`src/mph_pkg.sv`:
```
// shared constants and types for the modem parallel host port
package mph_pkg;
  localparam int FIFO_DEPTH = 16;
  localparam logic [4:0] CAP_FIFO = 5'h10;
  localparam logic [4:0] CAP_SINGLE = 5'h01;
  // register addresses on the three address lines
  localparam logic [2:0] ADDR_DATA = 3'h0;
  localparam logic [2:0] ADDR_IER = 3'h1;
  localparam logic [2:0] ADDR_IIR = 3'h2;
  // fifo control shares the identification address, write side
  localparam logic [2:0] ADDR_FCR = 3'h2;
  localparam logic [2:0] ADDR_LCR = 3'h3;
  localparam logic [2:0] ADDR_MCR = 3'h4;
  localparam logic [2:0] ADDR_LSR = 3'h5;
  localparam logic [2:0] ADDR_MSR = 3'h6;
  localparam logic [2:0] ADDR_SCR = 3'h7;
  // fifo control field positions
  localparam int FCR_EN_BIT = 0;
  localparam int FCR_RXRST_BIT = 1;
  localparam int FCR_TXRST_BIT = 2;
  localparam int FCR_TRIG_LO = 6;
  localparam int FCR_TRIG_HI = 7;
  // interrupt enable bit positions
  localparam int IER_RX_BIT = 0;
  localparam int IER_TX_BIT = 1;
  localparam int IER_LINE_BIT = 2;
  localparam int IER_MODEM_BIT = 3;
  // interrupt identification codes
  localparam logic [3:0] IIR_NONE = 4'h1;
  localparam logic [3:0] IIR_LINE = 4'h6;
  localparam logic [3:0] IIR_RXDATA = 4'h4;
  localparam logic [3:0] IIR_TIMEOUT = 4'hc;
  localparam logic [3:0] IIR_TX_HOLDING_EMPTY_FLAG = 4'h2;
  localparam logic [3:0] IIR_MODEM = 4'h0;
  localparam logic [1:0] IIR_FIFO_FLAGS = 2'h3;
  // receive trigger levels indexed by the two-bit field
  localparam logic [3:0][4:0] TRIG_LEVELS = {5'h0e, 5'h08, 5'h04, 5'h01};
  // character timing in bit times
  localparam logic [3:0] START_BITS = 4'h1;
  localparam logic [3:0] MIN_DATA_BITS = 4'h5;
  localparam logic [3:0] STOP_BITS = 4'h1;
  localparam logic [5:0] TO_CHARS = 6'h04;
  // reset values
  localparam logic [3:0] IER_RESET = 4'h0;
  localparam logic [1:0] TRIG_RESET = 2'h0;
  localparam logic [4:0] MCR_RESET = 5'h00;
  localparam logic [15:0] DIVISOR_RESET = 16'h0000;
  localparam logic [7:0] SCR_RESET = 8'h00;

  typedef struct packed {
    logic select_n;
    logic read_n;
    logic write_n;
    logic [2:0] addr;
    logic [7:0] data;
  } mph_host_bus_t;

  typedef struct packed {
    logic divisor_latch_access_bit;
    logic set_break;
    logic stick_parity;
    logic even_parity;
    logic parity_en;
    logic two_stop;
    logic [1:0] word_len;
  } mph_line_ctl_t;

  localparam mph_line_ctl_t LCR_RESET = '0;

  typedef enum logic {TX_HOLDING_EMPTY_FLAG_IDLE, TX_HOLDING_EMPTY_FLAG_WAIT} mph_tx_holding_empty_flag_state_t;
endpackage

```
`src/mph_fifo.sv`:
```
// sixteen-entry byte fifo with registered head output
`timescale 1ns/1ps
module mph_fifo (
  input wire logic mclk,
  input wire logic reset,
  input wire logic flush,
  input wire logic [4:0] cap,
  input wire logic in_valid,
  input wire logic [7:0] in_data,
  output logic in_ready,
  output logic out_valid,
  output logic [7:0] out_data,
  input wire logic out_ready,
  output logic [4:0] count
);
  import mph_pkg::*;
  logic [7:0] mem [FIFO_DEPTH];
  logic [3:0] wptr, rptr, next_wptr, next_rptr;
  logic [4:0] next_count;
  logic next_in_ready, next_out_valid, push, pop;
  logic [7:0] next_out_data;

  assign push = in_valid & in_ready;
  assign pop = out_valid & out_ready;

  always_comb begin
    next_wptr = wptr + 4'(push);
    next_rptr = rptr + 4'(pop);
    next_count = count + 5'(push) - 5'(pop);
    // head bypass when the new head is the word written now
    next_out_data = (push && next_rptr == wptr) ? in_data : mem[next_rptr];
    if (flush) begin
      next_wptr = 4'h0;
      next_rptr = 4'h0;
      next_count = 5'h00;
    end
    next_in_ready = next_count < cap;
    next_out_valid = next_count != 5'h00;
  end

  always_ff @(posedge mclk) begin
    if (push) begin
      mem[wptr] <= in_data;
    end
  end

  always_ff @(posedge mclk) begin
    if (reset) begin
      wptr <= 4'h0;
      rptr <= 4'h0;
      count <= 5'h00;
      in_ready <= 1'b0;
      out_valid <= 1'b0;
      out_data <= 8'h00;
    end else begin
      wptr <= next_wptr;
      rptr <= next_rptr;
      count <= next_count;
      in_ready <= next_in_ready;
      out_valid <= next_out_valid;
      out_data <= next_out_data;
    end
  end
endmodule // mph_fifo

```
`src/mph_host_port.sv`:
```
// parallel host register port of the modem with receive and transmit fifos
// What this block does
// - write strobe low while selected stores the byte into the addressed register
// - read strobe low while selected returns the addressed register's contents
// - strobes are ignored unless device select is low
// - address lines pick the register; divisor latch bit reroutes addresses 0 and 1
// - separate sixteen-byte receive and transmit fifos
// - fifo enable bit set makes both fifos operative
// - fifo enable clear gives single-byte receive and transmit buffering
// - receive buffer reads pull one byte per read from the receive fifo
// - transmit buffer writes queue into the transmit fifo
// - data ready flag set while the receive fifo is not empty
// - code 4h while receive count is at or above the trigger level
// - interrupt output follows receive count against trigger level
// - code Ch in fifo mode when data waits, no arrival and no read for four characters
// - second stop bit counts inside the character time
// - code 2h when the transmit buffer is empty and enabled
// - transmit buffer write or identification read clears the empty interrupt
// - in fifo mode, empty indication delayed one character less a stop bit unless two bytes queued
// - first empty interrupt after fifo enable is immediate
// - interrupt output high while any enabled condition is pending, low after service
`timescale 1ns/1ps
module mph_host_port (
  input wire logic mclk,
  input wire logic reset,
  input wire mph_pkg::mph_host_bus_t host_bus,
  output logic [7:0] host_data_out,
  output logic host_data_oe,
  output logic host_interrupt_output,
  input wire logic bit_tick,
  input wire logic rx_valid,
  input wire logic [7:0] rx_data,
  output logic rx_ready,
  input wire logic rx_line_error,
  output logic tx_valid,
  output logic [7:0] tx_data,
  input wire logic tx_ready,
  input wire logic [3:0] modem_lines,
  output mph_pkg::mph_line_ctl_t line_control,
  output logic [15:0] divisor,
  output logic [4:0] modem_control
);
  import mph_pkg::*;

  // host access decode
  logic rd_act, wr_act, rd_act_q, wr_act_q, rd_evt, wr_evt, divisor_latch_access_bit;
  logic [2:0] addr;
  logic wr_thr, wr_dll, wr_dlm, wr_ier, wr_fcr, wr_lcr, wr_mcr, wr_scr;
  logic rd_rbr, rd_iir, rd_lsr, rd_msr;

  assign rd_act = ~host_bus.select_n & ~host_bus.read_n;
  assign wr_act = ~host_bus.select_n & ~host_bus.write_n;
  assign rd_evt = rd_act & ~rd_act_q;
  assign wr_evt = wr_act & ~wr_act_q;
  assign addr = host_bus.addr;
  assign divisor_latch_access_bit = line_control.divisor_latch_access_bit;
  assign wr_thr = wr_evt & (addr == ADDR_DATA) & ~divisor_latch_access_bit;
  assign wr_dll = wr_evt & (addr == ADDR_DATA) & divisor_latch_access_bit;
  assign wr_ier = wr_evt & (addr == ADDR_IER) & ~divisor_latch_access_bit;
  assign wr_dlm = wr_evt & (addr == ADDR_IER) & divisor_latch_access_bit;
  assign wr_fcr = wr_evt & (addr == ADDR_IIR);
  assign wr_lcr = wr_evt & (addr == ADDR_LCR);
  assign wr_mcr = wr_evt & (addr == ADDR_MCR);
  assign wr_scr = wr_evt & (addr == ADDR_SCR);
  assign rd_rbr = rd_evt & (addr == ADDR_DATA) & ~divisor_latch_access_bit;
  assign rd_iir = rd_evt & (addr == ADDR_IIR);
  assign rd_lsr = rd_evt & (addr == ADDR_LSR);
  assign rd_msr = rd_evt & (addr == ADDR_MSR);

  // register state
  logic [3:0] ier, next_ier, msr_delta, next_msr_delta, modem_q;
  logic fifo_mode, next_fifo_mode, err_flag, next_err_flag;
  logic [1:0] trig, next_trig;
  logic [7:0] scratch, next_scratch, next_host_data_out, rd_mux;
  mph_line_ctl_t next_line_control;
  logic [15:0] next_divisor;
  logic [4:0] next_modem_control;
  logic rx_flush, tx_flush, fifo_on;
  logic [3:0] iir_code;

  // fifos and transmit buffer wires
  logic [4:0] rx_count, tx_count, cap;
  logic rx_head_valid, tx_head_valid, rx_push, rx_nonempty, tx_empty, buf_in_ready;
  logic [7:0] rx_head, tx_head;

  assign cap = fifo_mode ? CAP_FIFO : CAP_SINGLE;
  assign fifo_on = wr_fcr & host_bus.data[FCR_EN_BIT] & ~fifo_mode;
  assign rx_flush = wr_fcr & (host_bus.data[FCR_RXRST_BIT] | (host_bus.data[FCR_EN_BIT] != fifo_mode));
  assign tx_flush = wr_fcr & (host_bus.data[FCR_TXRST_BIT] | (host_bus.data[FCR_EN_BIT] != fifo_mode));
  assign rx_push = rx_valid & rx_ready;
  assign rx_nonempty = rx_count != 5'h00;
  assign tx_empty = tx_count == 5'h00;

  always_comb begin
    next_ier = ier;
    next_fifo_mode = fifo_mode;
    next_trig = trig;
    next_line_control = line_control;
    next_divisor = divisor;
    next_modem_control = modem_control;
    next_scratch = scratch;
    if (wr_ier) next_ier = host_bus.data[3:0];
    if (wr_dll) next_divisor[7:0] = host_bus.data;
    if (wr_dlm) next_divisor[15:8] = host_bus.data;
    if (wr_fcr) begin
      next_fifo_mode = host_bus.data[FCR_EN_BIT];
      next_trig = host_bus.data[FCR_TRIG_HI:FCR_TRIG_LO];
    end
    if (wr_lcr) next_line_control = mph_line_ctl_t'(host_bus.data);
    if (wr_mcr) next_modem_control = host_bus.data[4:0];
    if (wr_scr) next_scratch = host_bus.data;
    // hardware set wins over the clearing read
    next_err_flag = rx_line_error | (err_flag & ~rd_lsr);
    next_msr_delta = (modem_lines ^ modem_q) | (msr_delta & ~{4{rd_msr}});
    unique case (addr)
      ADDR_DATA: rd_mux = divisor_latch_access_bit ? divisor[7:0] : rx_head;
      ADDR_IER: rd_mux = divisor_latch_access_bit ? divisor[15:8] : {4'h0, ier};
      ADDR_IIR: rd_mux = {fifo_mode ? IIR_FIFO_FLAGS : 2'h0, 2'h0, iir_code};
      ADDR_LCR: rd_mux = line_control;
      ADDR_MCR: rd_mux = {3'h0, modem_control};
      ADDR_LSR: rd_mux = {fifo_mode & err_flag, tx_empty & ~tx_valid, tx_empty, 1'b0, err_flag, 2'h0, rx_nonempty};
      ADDR_MSR: rd_mux = {modem_q, msr_delta};
      ADDR_SCR: rd_mux = scratch;
    endcase
    next_host_data_out = rd_evt ? rd_mux : host_data_out;
  end

  always_ff @(posedge mclk) begin
    if (reset) begin
      ier <= IER_RESET;
      fifo_mode <= 1'b0;
      trig <= TRIG_RESET;
      line_control <= LCR_RESET;
      divisor <= DIVISOR_RESET;
      modem_control <= MCR_RESET;
      scratch <= SCR_RESET;
      err_flag <= 1'b0;
      msr_delta <= 4'h0;
      modem_q <= 4'h0;
      rd_act_q <= 1'b0;
      wr_act_q <= 1'b0;
      host_data_out <= 8'h00;
      host_data_oe <= 1'b0;
    end else begin
      ier <= next_ier;
      fifo_mode <= next_fifo_mode;
      trig <= next_trig;
      line_control <= next_line_control;
      divisor <= next_divisor;
      modem_control <= next_modem_control;
      scratch <= next_scratch;
      err_flag <= next_err_flag;
      msr_delta <= next_msr_delta;
      modem_q <= modem_lines;
      rd_act_q <= rd_act;
      wr_act_q <= wr_act;
      host_data_out <= next_host_data_out;
      host_data_oe <= rd_act;
    end
  end

  mph_fifo u_rx_fifo (
    .mclk(mclk),
    .reset(reset),
    .flush(rx_flush),
    .cap(cap),
    .in_valid(rx_valid),
    .in_data(rx_data),
    .in_ready(rx_ready),
    .out_valid(rx_head_valid),
    .out_data(rx_head),
    .out_ready(rd_rbr),
    .count(rx_count)
  );

  mph_fifo u_tx_fifo (
    .mclk(mclk),
    .reset(reset),
    .flush(tx_flush),
    .cap(cap),
    .in_valid(wr_thr),
    .in_data(host_bus.data),
    .in_ready(),
    .out_valid(tx_head_valid),
    .out_data(tx_head),
    .out_ready(buf_in_ready),
    .count(tx_count)
  );

  // two-entry output buffer toward the datapump
  logic [1:0] buf_cnt, next_buf_cnt, after_pop;
  logic [7:0] buf1, next_buf1, next_tx_data;
  logic buf_push, buf_pop;

  assign buf_in_ready = buf_cnt != 2'h2;
  assign buf_push = tx_head_valid & buf_in_ready;
  assign buf_pop = tx_valid & tx_ready;
  assign after_pop = buf_cnt - 2'(buf_pop);

  always_comb begin
    next_buf_cnt = after_pop + 2'(buf_push);
    next_tx_data = buf_pop ? buf1 : tx_data;
    next_buf1 = buf1;
    if (buf_push) begin
      if (after_pop == 2'h0) next_tx_data = tx_head;
      else next_buf1 = tx_head;
    end
  end

  always_ff @(posedge mclk) begin
    if (reset) begin
      buf_cnt <= 2'h0;
      buf1 <= 8'h00;
      tx_data <= 8'h00;
      tx_valid <= 1'b0;
    end else begin
      buf_cnt <= next_buf_cnt;
      buf1 <= next_buf1;
      tx_data <= next_tx_data;
      tx_valid <= next_buf_cnt != 2'h0;
    end
  end

  // character timing, receive timeout and transmit-empty delay
  logic [3:0] chr_bits, dly_cnt, next_dly_cnt;
  logic [5:0] to_limit, to_cnt, next_to_cnt;
  logic [4:0] level;
  logic to_hit, tx_empty_q, tx_holding_empty_flag_rise, seen_two, next_seen_two, tx_holding_empty_flag_irq, next_tx_holding_empty_flag_irq, tx_holding_empty_flag_set, tx_holding_empty_flag_clr;
  mph_tx_holding_empty_flag_state_t tx_holding_empty_flag_state, next_tx_holding_empty_flag_state;
  logic line_int, rx_int, to_int, tx_int, ms_int;

  assign chr_bits = START_BITS + MIN_DATA_BITS + STOP_BITS + {2'h0, line_control.word_len}
                    + {3'h0, line_control.parity_en} + {3'h0, line_control.two_stop};
  assign to_limit = {2'h0, chr_bits} * TO_CHARS;
  assign level = fifo_mode ? TRIG_LEVELS[trig] : CAP_SINGLE;
  assign to_hit = fifo_mode & rx_nonempty & (to_cnt >= to_limit);
  assign tx_holding_empty_flag_rise = tx_empty & ~tx_empty_q;

  always_comb begin
    // arrival, host read or empty fifo restart the measurement
    if (rx_push | rd_rbr | ~rx_nonempty) next_to_cnt = 6'h00;
    else if (bit_tick & (to_cnt < to_limit)) next_to_cnt = to_cnt + 6'h01;
    else next_to_cnt = to_cnt;
    next_seen_two = tx_holding_empty_flag_rise ? 1'b0 : (seen_two | (tx_count >= 5'h02));
    next_tx_holding_empty_flag_state = tx_holding_empty_flag_state;
    next_dly_cnt = dly_cnt;
    tx_holding_empty_flag_set = 1'b0;
    unique case (tx_holding_empty_flag_state)
      TX_HOLDING_EMPTY_FLAG_IDLE: begin
        if (tx_holding_empty_flag_rise) begin
          if (fifo_mode & ~seen_two) begin
            next_tx_holding_empty_flag_state = TX_HOLDING_EMPTY_FLAG_WAIT;
            next_dly_cnt = 4'h0;
          end else begin
            tx_holding_empty_flag_set = 1'b1;
          end
        end
      end
      TX_HOLDING_EMPTY_FLAG_WAIT: begin
        if (~tx_empty) begin
          next_tx_holding_empty_flag_state = TX_HOLDING_EMPTY_FLAG_IDLE;
        end else if (bit_tick) begin
          next_dly_cnt = dly_cnt + 4'h1;
          if (next_dly_cnt >= chr_bits - STOP_BITS) begin
            tx_holding_empty_flag_set = 1'b1;
            next_tx_holding_empty_flag_state = TX_HOLDING_EMPTY_FLAG_IDLE;
          end
        end
      end
    endcase
    if (fifo_on) begin
      tx_holding_empty_flag_set = 1'b1;
      next_tx_holding_empty_flag_state = TX_HOLDING_EMPTY_FLAG_IDLE;
    end
    if (wr_ier & host_bus.data[IER_TX_BIT] & ~ier[IER_TX_BIT] & tx_empty) tx_holding_empty_flag_set = 1'b1;
    tx_holding_empty_flag_clr = wr_thr | (rd_iir & (iir_code == IIR_TX_HOLDING_EMPTY_FLAG));
    next_tx_holding_empty_flag_irq = tx_holding_empty_flag_set | (tx_holding_empty_flag_irq & ~tx_holding_empty_flag_clr);
  end

  always_ff @(posedge mclk) begin
    if (reset) begin
      to_cnt <= 6'h00;
      seen_two <= 1'b0;
      tx_empty_q <= 1'b1;
      tx_holding_empty_flag_state <= TX_HOLDING_EMPTY_FLAG_IDLE;
      dly_cnt <= 4'h0;
      tx_holding_empty_flag_irq <= 1'b0;
      host_interrupt_output <= 1'b0;
    end else begin
      to_cnt <= next_to_cnt;
      seen_two <= next_seen_two;
      tx_empty_q <= tx_empty;
      tx_holding_empty_flag_state <= next_tx_holding_empty_flag_state;
      dly_cnt <= next_dly_cnt;
      tx_holding_empty_flag_irq <= next_tx_holding_empty_flag_irq;
      host_interrupt_output <= iir_code != IIR_NONE;
    end
  end

  // prioritised identification code
  assign line_int = ier[IER_LINE_BIT] & err_flag;
  assign rx_int = ier[IER_RX_BIT] & (rx_count >= level);
  assign to_int = ier[IER_RX_BIT] & to_hit;
  assign tx_int = ier[IER_TX_BIT] & tx_holding_empty_flag_irq;
  assign ms_int = ier[IER_MODEM_BIT] & (msr_delta != 4'h0);

  always_comb begin
    if (line_int) iir_code = IIR_LINE;
    else if (rx_int) iir_code = IIR_RXDATA;
    else if (to_int) iir_code = IIR_TIMEOUT;
    else if (tx_int) iir_code = IIR_TX_HOLDING_EMPTY_FLAG;
    else if (ms_int) iir_code = IIR_MODEM;
    else iir_code = IIR_NONE;
  end
endmodule // mph_host_port

```
`config.mk`:
```
export PLATFORM = sky130hd
export DESIGN_NAME = mph_host_port
export DESIGN_NICKNAME = d
export VERILOG_FILES = /design/src/mph_pkg.sv /design/src/mph_fifo.sv /design/src/mph_host_port.sv
export SDC_FILE = /design/constraint.sdc
export NUM_CORES = 1
export LEC_CHECK = 0
export BUFFER_PORTS_ARGS = -buffer_cell sky130_fd_sc_hd__buf_2
export CAP_MARGIN = 0
export CORE_MARGIN = 3
export CORE_UTILIZATION = 30
export CTS_CLUSTER_DIAMETER = 120
export DETAILED_ROUTE_END_ITERATION = 6
export GPL_TIMING_DRIVEN = 1
export PLACE_DENSITY = 0.51
export SKIP_LAST_GASP = 1
export SLEW_MARGIN = 20
export SYNTH_ARGS = -nofsm -noshare
export SYNTH_HDL_FRONTEND = slang
export SYNTH_SLANG_ARGS = --single-unit
```
`constraint.sdc`:
```
create_clock -name mclk -period 5.4 [get_ports mclk]
set_input_delay 1.08 -clock mclk [delete_from_list [all_inputs] [get_ports mclk]]
set_output_delay 1.08 -clock mclk [all_outputs]
set_load 0.005 [all_outputs]
```
==> results by stage <==
Synthesis:
- The flip-flop cell with the highest count after synthesis is sky130_fd_sc_hd__edfxtp_1.
- In this run, distinct cell masters in the synthesized netlist total 72.
- The number of nets in the synthesized netlist is 1,280.
- The synthesized flop and latch total is 399.
- Of the synthesized area, sequential elements account for 62.26%.
- The summed instance area of the synthesized netlist is 16,950 um^2.
- Counting flops with a built-in enable in the synthesized netlist gives 256.
- The cell count after synthesis came out at 1,200.
- Counting flops with an async set or reset pin after synthesis yields a share of 0%.
- Yosys printed 0 warnings.
- The mean instance size in the synthesized netlist is 14.12 um^2.

Worst setup path:
- The worst setup path is launched from an input pin.
- The worst register-to-register path begins at divisor_latch_access_bit.
- The endpoint of the most critical register-to-register path is u_rx_fifo.in_ready.
- The data arrival time at the worst-slack endpoint is 4.41 ns.
- In this run the worst path has a maximum fanout of 4.
- STA puts the critical path data required time at 5.81 ns.
- The category of the worst setup path capture point is a flop.
- The setup slack of the worst register-to-register path is 1.64 ns.
- The worst setup path is of the input pin to flop kind.
- For the worst flop-to-flop path, the logic depth is 15.

Clocking:
- Buffers inserted to repair hold after CTS numbered 0.
- The post-CTS setup buffer count is 0.
- The H-tree was split into 2 levels.
- The number of clock sinks is 399.
- The post-cts sizing count is 0.
- The number of buffers added by the clock tree synthesis step is 44.
- The clock passes through at most 3 buffers.
- The tree is rooted in a sky130_fd_sc_hd__clkbuf_16.
- The clock slew at the register clock pins of the worst setup and hold paths is 0.06 ns.
- TritonCTS built the clock tree.
- The clock latency on the worst-skew pair is 0.58 ns.

Drt:
- In the routed layout, each cell is associated on average with a via count of 4.873.
- For this block, the via count after detailed routing is 10,112.
- The detailed-routing iteration count for the pre-antenna-repair pass is 5.
- The routed design has 42,140 um of wire.
- After the first detailed-routing iteration, the DRC count stood at 636.
- The total DRC errors in the routed layout is 0.
- The number of routed nets with antenna violations is 0.
- After detailed routing, the average wire length per cell comes to 20.31 um.

STA:
- Setup repair after global routing left no endpoint under its margin.
- The ratio of final minimum period to clock period is 74.12%.
- The count of endpoints failing setup in the final report is 0.
- The clock period could shrink to 4.002 ns.
- For the final database, setup skew stands at 0.02506 ns.
- The relative max-transition margin is 33.31%.
- For the pin with the worst max-slew slack, the measured transition is 1.000 ns.
- The number of max-slew violations in the final report is 0.
- The final number of hold-violating endpoints is 0.
- The total negative setup slack is 0 ns.
- The upper clock frequency limit is 0.2499 GHz.

Power and ir drop:
- Summing internal, switching and leakage power gives 8247 uW.
- The sequential share of power is 42.7%.
- The design internal power is 5980 uW.
- Per report_power, the clock group accounts for 37.0% of the total.
- Across the VDD grid, the largest voltage drop is 0.0002473 V.
- The combinational share of power is 20.4%.
- In this run the power spent charging and discharging nets is 2267 uW.
- Summed over all cells, the static leakage comes to 0.006912 uW.
- The switching share of power is 27.49%.
- The power per cell area is 418.7 nW/um^2.

Global routing:
- The remaining global-route overflow is 0.
- The combined global-route utilization of all metal layers is 14.18%.
- The largest net degree at the start of global routing is 60.
- The wire length of the first global-routing pass is 64,670 um.
- The number of antenna violations at the first check in global routing was 0.
- The via count of the first global-routing pass is 10,471.

Hold path:
- The destination of the worst hold path is host_data_out[7].
- In this run the worst hold path is classified as flop to flop.
- The worst hold path passes through 2 cells.
- The worst min-delay path startpoint is host_data_out[7].

Die:
- 81 I/O pins were placed.
- After floorplanning, the core was divided into 86 placement rows.
- From left edge to right edge, the die measures 243.7 um.
- The initial utilization of the core area, before any placement, comes to 30.52%.
- Measured along the y axis, the die boundary spans 243.7 um.
- The area enclosed by the die boundary is 59,370 um^2.
- The total area inside the core boundary comes to 55,520 um^2.

Placement:
- The number of buffers added on ports is 80.
- At the end of routability-driven placement, the weighted congestion stood at 0.7903.
- Detailed placement finished with a half-perimeter wire length of 28,480 um.
- The standard cell area after detailed placement is 18,210 um^2.

Final layout:
- The count of nets after finishing is 1,371.
- The final instance area is 19,700 um^2.
- The repair_antennas step left the layout with diodes totalling 0.
- The area growth from synthesis to layout is 16.24%.
- In the final layout, the share of cells above drive strength 1 is 20.80%.

Flow run:
- The number of max-capacitance violations reported is 0.

Outcome:
- The flow ran to the end, and the final reports show no timing, DRC or antenna violations.
==> registers in the layout, indices dropped and copies added, names as in the netlist, 6 cells and up <==
| signal | flops |
|---|---|
| tx_data | 8 |
| u_rx_fifo.out_data | 8 |
| divisor | 16 |
| u_tx_fifo.out_data | 8 |
| line_control | 7 |
| host_data_out | 8 |
| buf1 | 8 |
| u_tx_fifo.mem | 128 |
| u_rx_fifo.mem | 128 |
| scratch | 8 |
| to_cnt | 6 |
==> power groups by stage <==
stage / Clock, uW / Combinational, uW / Sequential [uW]
floorplan: 0 / 1290 / 3550
global placement: 0 / 1690 / 3580
detailed placement: 0 / 1710 / 3580
CTS: 3140 / 1710 / 3520
global route: 3280 / 1880 / 3540
finish: 3050 / 1680 / 3520
==> worst max-delay path by stage <==
| stage | from | endpoint | cells past startpoint |
|---|---|---|---|
| after floorplan | host_bus[13] | u_rx_fifo.in_ready | 16 |
| after global placement | host_bus[9] | u_tx_fifo.in_ready | 15 |
| after detailed placement | host_bus[9] | u_rx_fifo.in_ready | 16 |
| after CTS | host_bus[9] | u_rx_fifo.in_ready | 16 |
| after global routing | host_bus[9] | u_rx_fifo.in_ready | 16 |
| final | host_bus[9] | u_rx_fifo.in_ready | 16 |
==> worst max-delay path, cell delays in order <==
cell                        delay [ns]
sky130_fd_sc_hd__buf_2            0.11
sky130_fd_sc_hd__nor4_2           0.60
sky130_fd_sc_hd__and3_1           0.34
sky130_fd_sc_hd__ha_1             0.15
sky130_fd_sc_hd__inv_1            0.04
sky130_fd_sc_hd__ha_1             0.19
sky130_fd_sc_hd__fa_1             0.40
sky130_fd_sc_hd__a21oi_1          0.17
sky130_fd_sc_hd__nor2_1           0.05
sky130_fd_sc_hd__nor2_1           0.11
sky130_fd_sc_hd__xnor2_1          0.18
sky130_fd_sc_hd__nor2_1           0.09
sky130_fd_sc_hd__ha_1             0.28
sky130_fd_sc_hd__o21ai_0          0.08
sky130_fd_sc_hd__a31oi_1          0.05
sky130_fd_sc_hd__a2111oi_0        0.48
==> area by class of cell <==
cell class,instances,area (um^2)
timing repair buffer,104,595.6
tap,748,935.9
fill,5370,35830
multi-input combinational,709,6011
clock buffer,50,1174
inverter,33,123.9
sequential,399,10550
clock inverter,32,306.5
==> per-layer routing <==
layer	vias to the layer above	track usage [%]	share of wire (%)
li1	4733	-	-
met1	5070	19.14	46
met2	243	22.83	46
met3	66	3.313	5.7
met4	0	4.088	2.2
met5	-	0	0
==> placed cells by master (no fill, tap or decap), types with 11 or more instances in the layout <==
cell	count
sky130_fd_sc_hd__clkinv_1	11
sky130_fd_sc_hd__clkbuf_16	44
sky130_fd_sc_hd__a21oi_1	47
sky130_fd_sc_hd__nor2b_1	16
sky130_fd_sc_hd__a22o_1	15
sky130_fd_sc_hd__a211oi_1	13
sky130_fd_sc_hd__nor3_1	15
sky130_fd_sc_hd__ha_1	43
sky130_fd_sc_hd__dfxtp_1	143
sky130_fd_sc_hd__o21ai_0	18
sky130_fd_sc_hd__nand2_1	57
sky130_fd_sc_hd__nand3_1	31
sky130_fd_sc_hd__xnor2_1	12
sky130_fd_sc_hd__inv_1	32
sky130_fd_sc_hd__mux2i_1	72
sky130_fd_sc_hd__mux4_2	72
sky130_fd_sc_hd__and2_1	11
sky130_fd_sc_hd__xor2_1	18
sky130_fd_sc_hd__buf_4	24
sky130_fd_sc_hd__buf_2	79
sky130_fd_sc_hd__nor2_1	135
sky130_fd_sc_hd__edfxtp_1	256
==> synth_stat cells (all sizes together) (5+ instances only) <==
| library cell | count | area share (%) |
|---|---|---|
| o21ai | 18 | 0.53 |
| inv | 32 | 0.71 |
| a21boi | 6 | 0.27 |
| nand2b | 9 | 0.33 |
| o31ai | 5 | 0.22 |
| xor2 | 20 | 1.1 |
| buf | 27 | 0.92 |
| mux2i | 72 | 4.3 |
| and2 | 11 | 0.41 |
| a211oi | 13 | 0.58 |
| a311oi | 10 | 0.52 |
| edfxtp | 256 | 45 |
| nand3 | 32 | 0.97 |
| clkbuf | 32 | 0.71 |
| a22oi | 8 | 0.35 |
| ha | 45 | 3.3 |
| nor2b | 17 | 0.63 |
| dfxtp | 143 | 17 |
| xnor2 | 13 | 0.72 |
| a21oi | 47 | 1.4 |
| a22o | 15 | 0.78 |
| mux4 | 72 | 9.6 |
| nand3b | 6 | 0.27 |
| nor2 | 136 | 3.0 |
| nor3 | 17 | 0.56 |
| mux2 | 7 | 0.47 |
| nand2 | 57 | 1.3 |
==> cells by family after synthesis <==
| logic type | count (synthesis) | share of synthesized area (%) |
|---|---|---|
| flops | 399 | 62.26 |
| fa+ha+maj | 48 | 3.677 |
| mux | 151 | 14.29 |
| xor+xnor | 35 | 2.068 |
| buf+inv | 92 | 2.356 |
| compound gates | 159 | 6.417 |
| simple gates | 316 | 8.934 |
==> per-stage QoR <==
step	hold WS, ns	cells	worst slack [ns]	utilization, %
after floorplan	0.4527	1200	1.531	-
after global placement	0.4479	1993	1.140	32.80
after detailed placement	0.4476	1993	0.8814	32.80
after CTS	0.4612	2075	1.456	35.47
after global routing	0.4888	2075	1.260	35.47
final	0.4602	2075	1.398	35.47
No activity file was read; power rests on OpenSTA's default activity.
